--- src/uocs_consts.svh ---
/*
 constant macros of the usb otg control/status block: register offsets, field positions,
 reset values and timing counts. assumes a 100 mhz module clock.
*/
`ifndef UOCS_CONSTS_SVH
`define UOCS_CONSTS_SVH

// register byte addresses on the wishbone slave
`define UOCS_OFS_PWRC 8'h00
`define UOCS_OFS_STAT 8'h04
`define UOCS_OFS_CON 8'h08
`define UOCS_OFS_ADDR 8'h0c
`define UOCS_OFS_TOK 8'h10
`define UOCS_OFS_SOF 8'h14
`define UOCS_OFS_LINK 8'h18

// power control field positions
`define UOCS_PWR_ACT 7
`define UOCS_PWR_GRD 4
`define UOCS_PWR_SUSP 1
`define UOCS_PWR_EN 0

// control and address field positions
`define UOCS_CON_JST 7
`define UOCS_CON_SE0 6
`define UOCS_CON_PKT 5
`define UOCS_CON_RST 4
`define UOCS_CON_HOST 3
`define UOCS_CON_RES 2
`define UOCS_CON_PPR 1
`define UOCS_CON_EN 0
`define UOCS_ADDR_LS 7

// token codes
`define UOCS_PID_SETUP 4'hd
`define UOCS_PID_IN 4'h9
`define UOCS_PID_OUT 4'h1

// reset values
`define UOCS_SOF_RST 8'h00
`define UOCS_OTG_RST 1'b0

// timing
`define UOCS_CLK_MHZ 100
`define UOCS_FRAME_US 1000
`define UOCS_FRAME_CYC (`UOCS_FRAME_US * `UOCS_CLK_MHZ)

`endif

--- src/uocs_pkg.sv ---
/*
 types of the usb otg control/status block.
 assumes uocs_consts.svh is not needed here; only types live in this package.
*/
`default_nettype none
package uocs_pkg;
   typedef enum logic [1:0] {
      UOCS_TK_IDLE = 2'b00,
      UOCS_TK_RUN = 2'b01,
      UOCS_TK_DONE = 2'b11
   } uocs_tok_e;

   // one finished transfer reported by the serial engine
   typedef struct packed {
      logic valid;
      logic [3:0] endpoint;
      logic transmit;
      logic odd_bank;
      logic setup_token;
   } uocs_xfer_s;

   // line state seen by the receiver
   typedef struct packed {
      logic se0;
      logic diff_one;
   } uocs_line_s;

   // control outputs toward engine and transceiver
   typedef struct packed {
      logic clock_gate;
      logic xcvr_low_power;
      logic dp_pullup;
      logic dp_pulldown;
      logic dm_pulldown;
      logic resume_drive;
      logic bus_reset_drive;
      logic packet_halt;
      logic low_speed;
      logic pingpong_clear;
      logic sof_pulse;
   } uocs_ctl_s;

   // host token issue
   typedef struct packed {
      logic start;
      logic [3:0] pid;
      logic [3:0] endpoint;
      logic [6:0] address;
   } uocs_tok_s;

   // all state of the block
   typedef struct packed {
      logic power_enable;
      logic sleep_guard;
      logic suspend_enable;
      logic packet_halt;
      logic host_enable;
      logic resume;
      logic bus_reset;
      logic attach_or_sof;
      logic low_speed;
      logic [6:0] function_address;
      logic [3:0] token_pid;
      logic [3:0] token_endpoint;
      logic [7:0] threshold;
      logic [3:0] last_endpoint;
      logic last_transmit;
      logic last_odd;
      uocs_tok_e tok_state;
      logic tok_start;
      logic pp_clear;
      logic [16:0] frame_cnt;
      logic sof_pulse;
      logic ack;
      logic [31:0] rdata;
   } uocs_state_s;
endpackage : uocs_pkg
`default_nettype wire

--- src/uocs_top.sv ---
/*
 control and status registers of a dual-role usb otg module, with a classic wishbone slave.
 assumes a serial engine reports finished transfers and token completion, and a transceiver
 reports the live line state; all inputs synchronous to clk.
*/
// Functional notes
// - activity pending high while guarded and module busy, low when suspend safe
// - suspend enable gates usb clock and puts transceiver in low power
// - last transfer records four-bit endpoint number, 0 to 15
// - status direction bit: one transmit, zero receive
// - status bank bit: one odd, zero even; valid for ping-pong endpoints
// - live read-only single-ended-zero flag in both modes
// - packet halt set by hardware on setup token in device mode, cleared by software
// - host enable switches on d+ and d- pull-downs unless dual-role control is on
// - resume bit drives resume signaling; software holds it 10 ms
// - writing one to ping-pong clear resets all pointers to even bank
// - device attach enable turns on d+ pull-up while power enable set and dual-role control off; module itself follows power enable
// - host mode live j-state flag, polarity per speed
// - token busy set while a token executes in host mode
// - host bus reset driven while reset bit set; software holds 50 ms
// - host sends frame token every millisecond while frame enable set and suspend enable clear
// - low speed select only in host mode, reads zero in device mode
// - seven-bit function address in low seven bits
// - frame threshold equals ten plus packet size in bytes
`include "uocs_consts.svh"
`default_nettype none
module uocs_top (
   input wire logic clk,
   input wire logic rst_n,
   input wire logic clk_en,
   input wire logic [7:0] wb_adr_i,
   input wire logic [31:0] wb_dat_i,
   output logic [31:0] wb_dat_o,
   input wire logic wb_we_i,
   input wire logic [3:0] wb_sel_i,
   input wire logic wb_cyc_i,
   input wire logic wb_stb_i,
   output logic wb_ack_o,
   input wire uocs_pkg::uocs_xfer_s xfer_i,
   input wire uocs_pkg::uocs_line_s line_i,
   input wire logic engine_busy_i,
   input wire logic token_done_i,
   input wire logic dual_role_enable_i,
   output uocs_pkg::uocs_ctl_s ctl_o,
   output uocs_pkg::uocs_tok_s tok_o,
   output logic [7:0] frame_threshold_o,
   output logic token_in_progress_o,
   output logic activity_pending_o
);
   uocs_pkg::uocs_state_s st_ff;
   uocs_pkg::uocs_state_s nxt_st;
   logic wr;
   logic rd;
   logic live_se0;
   logic live_live_idle_state_flag;
   logic tok_busy;
   logic act_pend;

   // register byte write into low lane only; upper bits unimplemented
   function automatic logic [7:0] uocs_merge(input logic [7:0] old, input logic [31:0] d,
                                             input logic [3:0] sel);
      uocs_merge = sel[0] ? d[7:0] : old;
   endfunction : uocs_merge

   assign wr = wb_cyc_i && wb_stb_i && wb_we_i && !st_ff.ack;
   assign rd = wb_cyc_i && wb_stb_i && !wb_we_i && !st_ff.ack;
   assign live_se0 = line_i.se0;
   // j is differential one at full speed, zero at low speed
   assign live_live_idle_state_flag = st_ff.host_enable && !line_i.se0 &&
                        (line_i.diff_one ^ st_ff.low_speed);
   assign tok_busy = st_ff.host_enable && (st_ff.tok_state != uocs_pkg::UOCS_TK_IDLE);
   // only meaningful while guarded; busy engine or running token blocks suspend
   assign act_pend = st_ff.sleep_guard && (engine_busy_i || tok_busy || xfer_i.valid);

   // next state: register writes, hardware updates, token and frame timers
   always_comb begin
      logic [7:0] wd;
      wd = 8'h00;
      nxt_st = st_ff;
      nxt_st.ack = 1'b0;
      nxt_st.tok_start = 1'b0;
      nxt_st.pp_clear = 1'b0;
      nxt_st.sof_pulse = 1'b0;
      if (wr || rd) begin
         nxt_st.ack = 1'b1;
      end
      // transfer results; a setup token arms the halt in device mode
      if (xfer_i.valid) begin
         nxt_st.last_endpoint = xfer_i.endpoint;
         nxt_st.last_transmit = xfer_i.transmit;
         nxt_st.last_odd = xfer_i.odd_bank;
      end
      if (wr) begin
         case (wb_adr_i)
            `UOCS_OFS_PWRC: begin
               wd = uocs_merge({st_ff.sleep_guard, 2'b00, st_ff.sleep_guard, 2'b00,
                                st_ff.suspend_enable, st_ff.power_enable}, wb_dat_i, wb_sel_i);
               nxt_st.sleep_guard = wd[`UOCS_PWR_GRD];
               nxt_st.suspend_enable = wd[`UOCS_PWR_SUSP];
               nxt_st.power_enable = wd[`UOCS_PWR_EN];
            end
            `UOCS_OFS_CON: begin
               if (wb_sel_i[0]) begin
                  nxt_st.packet_halt = wb_dat_i[`UOCS_CON_PKT];
                  nxt_st.bus_reset = wb_dat_i[`UOCS_CON_RST];
                  nxt_st.host_enable = wb_dat_i[`UOCS_CON_HOST];
                  nxt_st.resume = wb_dat_i[`UOCS_CON_RES];
                  nxt_st.pp_clear = wb_dat_i[`UOCS_CON_PPR];
                  nxt_st.attach_or_sof = wb_dat_i[`UOCS_CON_EN];
               end
            end
            `UOCS_OFS_ADDR: begin
               if (wb_sel_i[0]) begin
                  nxt_st.low_speed = wb_dat_i[`UOCS_ADDR_LS];
                  nxt_st.function_address = wb_dat_i[6:0];
               end
            end
            `UOCS_OFS_TOK: begin
               if (wb_sel_i[0]) begin
                  nxt_st.token_pid = wb_dat_i[7:4];
                  nxt_st.token_endpoint = wb_dat_i[3:0];
                  // a write while a token runs is held off: fields change, no restart
                  if (st_ff.host_enable && st_ff.tok_state == uocs_pkg::UOCS_TK_IDLE) begin
                     nxt_st.tok_start = 1'b1;
                     nxt_st.tok_state = uocs_pkg::UOCS_TK_RUN;
                  end
               end
            end
            `UOCS_OFS_SOF: begin
               nxt_st.threshold = uocs_merge(st_ff.threshold, wb_dat_i, wb_sel_i);
            end
            default: begin
            end
         endcase
      end
      // hardware set wins over a software clear in the same cycle
      if (xfer_i.valid && xfer_i.setup_token && !st_ff.host_enable) begin
         nxt_st.packet_halt = 1'b1;
      end
      // token sequencer
      case (st_ff.tok_state)
         uocs_pkg::UOCS_TK_IDLE: begin
         end
         uocs_pkg::UOCS_TK_RUN: begin
            if (token_done_i) begin
               nxt_st.tok_state = uocs_pkg::UOCS_TK_DONE;
            end
         end
         uocs_pkg::UOCS_TK_DONE: begin
            nxt_st.tok_state = uocs_pkg::UOCS_TK_IDLE;
         end
         default: begin
            nxt_st.tok_state = uocs_pkg::UOCS_TK_IDLE;
         end
      endcase
      if (!st_ff.host_enable) begin
         nxt_st.tok_state = uocs_pkg::UOCS_TK_IDLE;
      end
      // frame timer runs only in host mode with frame enable set, not while suspended
      if (st_ff.host_enable && st_ff.attach_or_sof && !st_ff.suspend_enable) begin
         if (st_ff.frame_cnt == 17'(`UOCS_FRAME_CYC - 1)) begin
            nxt_st.frame_cnt = 17'h00000;
            nxt_st.sof_pulse = 1'b1;
         end else begin
            nxt_st.frame_cnt = st_ff.frame_cnt + 17'h00001;
         end
      end else begin
         nxt_st.frame_cnt = 17'h00000;
      end
      // read mux, registered
      if (rd) begin
         case (wb_adr_i)
            `UOCS_OFS_PWRC: nxt_st.rdata = {24'h000000, act_pend, 2'b00, st_ff.sleep_guard,
                                            2'b00, st_ff.suspend_enable, st_ff.power_enable};
            `UOCS_OFS_STAT: nxt_st.rdata = {24'h000000, st_ff.last_endpoint,
                                            st_ff.last_transmit, st_ff.last_odd, 2'b00};
            `UOCS_OFS_CON: nxt_st.rdata = {24'h000000, live_live_idle_state_flag, live_se0,
                                           (st_ff.host_enable ? tok_busy : st_ff.packet_halt),
                                           st_ff.host_enable & st_ff.bus_reset,
                                           st_ff.host_enable, st_ff.resume, 1'b0,
                                           st_ff.attach_or_sof};
            `UOCS_OFS_ADDR: nxt_st.rdata = {24'h000000, st_ff.host_enable & st_ff.low_speed,
                                            st_ff.function_address};
            `UOCS_OFS_TOK: nxt_st.rdata = {24'h000000, st_ff.token_pid, st_ff.token_endpoint};
            `UOCS_OFS_SOF: nxt_st.rdata = {24'h000000, st_ff.threshold};
            `UOCS_OFS_LINK: nxt_st.rdata = {30'h00000000, engine_busy_i, token_done_i};
            default: nxt_st.rdata = 32'h00000000;
         endcase
      end
   end

   // single state register; clock enable freezes everything
   always_ff @(posedge clk or negedge rst_n) begin
      if (!rst_n) begin
         st_ff <= '0;
         st_ff.threshold <= `UOCS_SOF_RST;
         st_ff.tok_state <= uocs_pkg::UOCS_TK_IDLE;
      end else if (clk_en) begin
         st_ff <= nxt_st;
      end
   end

   // outputs
   assign wb_ack_o = st_ff.ack;
   assign wb_dat_o = st_ff.rdata;
   assign activity_pending_o = act_pend;
   assign token_in_progress_o = tok_busy;
   assign frame_threshold_o = st_ff.threshold;
   // pulls follow host/attach bits unless dual-role control overrides them
   always_comb begin
      ctl_o = '0;
      ctl_o.clock_gate = st_ff.suspend_enable || !st_ff.power_enable;
      ctl_o.xcvr_low_power = st_ff.suspend_enable;
      ctl_o.dp_pulldown = !dual_role_enable_i && st_ff.host_enable;
      ctl_o.dm_pulldown = !dual_role_enable_i && st_ff.host_enable;
      ctl_o.dp_pullup = !dual_role_enable_i && !st_ff.host_enable && st_ff.power_enable &&
                        st_ff.attach_or_sof;
      ctl_o.resume_drive = st_ff.resume;
      ctl_o.bus_reset_drive = st_ff.host_enable && st_ff.bus_reset;
      ctl_o.packet_halt = !st_ff.host_enable && st_ff.packet_halt;
      ctl_o.low_speed = st_ff.host_enable && st_ff.low_speed;
      ctl_o.pingpong_clear = st_ff.pp_clear;
      ctl_o.sof_pulse = st_ff.sof_pulse;
   end
   always_comb begin
      tok_o.start = st_ff.tok_start;
      tok_o.pid = st_ff.token_pid;
      tok_o.endpoint = st_ff.token_endpoint;
      tok_o.address = st_ff.function_address;
   end
endmodule : uocs_top
`default_nettype wire

--- config.mk ---
export PLATFORM = sky130hd
export DESIGN_NAME = uocs_top
export DESIGN_NICKNAME = d
export VERILOG_FILES = /design/src/uocs_pkg.sv /design/src/uocs_top.sv
export VERILOG_INCLUDE_DIRS = /design/src /design/src/src
export SDC_FILE = /design/constraint.sdc
export NUM_CORES = 1
export LEC_CHECK = 0
export ABC_AREA = 1
export BUFFER_PORTS_ARGS = -buffer_cell sky130_fd_sc_hd__buf_2
export CAP_MARGIN = 20
export CORE_MARGIN = 8
export CORE_UTILIZATION = 56
export CTS_CLUSTER_DIAMETER = 150
export DETAILED_ROUTE_END_ITERATION = 16
export GPL_ROUTABILITY_DRIVEN = 0
export GPL_TIMING_DRIVEN = 1
export PLACE_DENSITY = 0.84
export SLEW_MARGIN = 20
export SYNTH_ARGS = -nofsm -noshare
export SYNTH_HDL_FRONTEND = slang
export SYNTH_SLANG_ARGS = --single-unit
export TNS_END_PERCENT = 100
--- constraint.sdc ---
create_clock -name clk -period 2.67 [get_ports clk]
set_input_delay 0.267 -clock clk [delete_from_list [all_inputs] [get_ports clk]]
set_output_delay 0.267 -clock clk [all_outputs]
set_load 0.01 [all_outputs]
==> out/qor.txt <==
setup TNS -> 0 ps
Finished Cell Area -> 4474 µm²
fmax -> 545.8 MHz
most common cell in the netlist -> nand2_1
CP Class -> flip-flop to output port
final wirelength -> 10,450 µm
clock latency on the worst-skew pair -> 350 ps
DRC violations left -> 0
Yosys reg bits -> 69
outcome -> completed
vias in the first global route -> 3,470
RSZ-0062 raised after global routing -> no
worst-path fanout max -> 12
list of most frequent post-synthesis cells -> nand2_1 (145), dfrtp_1 (69), buf_4 (62)
final net count -> 663
reg2reg path depth -> 10
Place WS -> 937.3 ps
site row count -> 31
clock slew at reported path FFs -> 90 ps
final worst path period share -> 68.62%
Synth area leader -> dfrtp_1
Synth area leaders -> dfrtp_1 (41%), nand2_1 (13%), buf_4 (11%), nand3_1 (6.7%), inv_1 (4.8%)
min Tclk post-route -> 1832 ps
post-CTS setup buffers -> 0
Data arrival, critical path -> 1570 ps
vias per inst -> 5.304
global-route wire length before repair -> 16,370 µm
final core utilization -> 61.69%
CTS tree -> done
initial antenna violation count -> 0
largest net degree at the start of global routing -> 32
total track usage -> 19.98%
LEAKAGE -> 2.388 nW
Post-Syn Area -> 4194 µm²
Area after DPL -> 4280 µm²
WP data required -> 2400 ps
Avg Cell Area, Syn -> 7.570 µm²
reg2reg end -> st_ff[48]$_DFFE_PN0P_
hold path depth -> 2
Crit. End Element -> output port
Max clock buf depth -> 2
CP startpoint kind -> flip-flop
die area -> 10,510 µm²
Main synth FF type -> dfrtp_1
Reg-to-Reg Start -> st_ff[34]$_DFFE_PN0P_
Post-synth EDFFs -> 0
starting DRC count in detailed routing -> 282
sequential area share after synthesis -> 41.17%
power density over cell area -> 456.6 nW/µm²
Synth top area share -> 41.17%
Yosys warnings -> 0
H-tree levels -> 3
TritonCTS Buffers -> 9
GRT overflow -> 0
Yosys cell types -> 31
relative slew slack -> 54.15%
number of fill cells in the layout -> 654
setup violators final -> 0
overall power -> 0.002043 W
Worst Skew -> 20.16 ps
number of port buffers -> 81
synthesized instance count -> 554
count of antenna-violating nets left after detailed routing -> 0
Max Cap Viol -> 0
core area -> 7253 µm²
max-slew violations -> 0
Die Span X -> 102.5 µm
drt wl/cell -> 14.87 µm
final hold vios -> 0
Worst Max-Slew Pin Slew -> 687.8 ps
Initial Util -> 57.82%
worst setup margin -> 837.9 ps
worst vdd ir -> 0.0003192 V
ant diodes -> 0
Min-Delay Path Class -> primary input to flip-flop
Area growth syn-to-layout -> 6.683%
# IOs -> 133
drt first pass iters -> 5
internal reg-to-reg setup slack -> 910 ps
clock tree root driver cell -> clkbuf_8
Die H -> 102.5 µm
Hold EP -> st_ff[57]$_DFFE_PN0P_
DR vias -> 3,729
FFs w/ async S/R, synth -> 100.0%
share of cells above drive strength 1 -> 21.19%
hold wc startpoint -> xfer_i[3]
clk sinks -> 69
post-DP HPWL -> 7894 µm
## cells in the final DEF, fill, tap and decap left out, types with 3 or more instances in the layout
cell type,count
nand2_1,145
clkbuf_8,10
inv_1,54
mux2_2,6
nor2_4,4
conb_1,24
nand4_1,13
o21ai_0,17
nor2_2,6
xor2_1,3
dfrtp_1,69
nor2_1,53
nor3_1,5
o21ai_1,25
nand3_1,56
nand2_2,6
a21oi_1,4
buf_2,81
## sequential cells by signal, summed over array words and instances (netlist names)
| signal | flops |
|---|---|
| st_ff | 32 |
| tok_o | 16 |
| frame_threshold_o | 8 |
| wb_dat_o | 8 |
| ctl_o | 4 |
| wb_ack_o | 1 |
## worst max path at each step
stage / from / to / depth (start not counted)
4_1_cts: st_ff[88]$_DFFE_PN0P_ / activity_pending_o / 5
5_1_grt: st_ff[88]$_DFFE_PN0P_ / activity_pending_o / 5
6_report: st_ff[88]$_DFFE_PN0P_ / activity_pending_o / 5
3_5_place_dp: clk_en / wb_dat_o[2]$_DFFE_PN0P_ / 6
2_1_floorplan: st_ff[34]$_DFFE_PN0P_ / st_ff[40]$_DFFE_PN0P_ / 10
3_3_place_gp: clk_en / wb_dat_o[2]$_DFFE_PN0P_ / 6
## repair_timing
item	4_1_cts	5_1_grt
gates resized for setup	0	0
hold buffers	1	0
hold endpoints to repair	29	0
## cell type report
type | count | area [µm²] | share of cell area (%)
timing repair buffer | 84 | 430.4 | 9.620
clock buffer | 10 | 137.6 | 3.076
sequential | 69 | 1727 | 38.59
multi-input combinational | 379 | 1798 | 40.18
clock inverter | 6 | 46.29 | 1.035
tap | 99 | 123.9 | 2.768
inverter | 56 | 211.5 | 4.726
## power by group
part	leakage, nW	internal, W	switching [W]
clock network	0.0889	0.000367	0.000436
registers	0.949	0.00106	0.0000119
logic	1.35	0.0000499	0.000115
## cell families (layout without fill, tap and decap cells)
group,Yosys count,after routing,share of synthesized area (%)
xor+xnor,5,5,1.044
other cells,1,24,0.08941
mux,6,6,1.611
simple gates,292,292,31.41
fa+ha+maj,1,1,0.2983
flops,69,69,41.17
compound gates,51,51,6.355
buf+inv,129,156,18.02
## critical path: stages (launching register included)
cell and delay, ps:
dfrtp_1 600, o21ai_0 230, nand2_1 130, nand2_1 70
inv_1 60, buf_2 120
## through the flow
step	std cells	hold WS (ps)
floorplan	577	-28.59
global placement	686	336.5
detailed placement	686	344.2
CTS	703	153.5
global route	703	163.9
finish	703	163.3
## layer usage
layer	GRT usage [%]	up-vias	wire length [µm]
met1	25.78	1746	4385
met4	7.223	0	164
met5	0	-	0
met2	32.37	199	4868
met3	4.119	17	1034
li1	-	1767	-
Power figures use the tool's default switching activity.
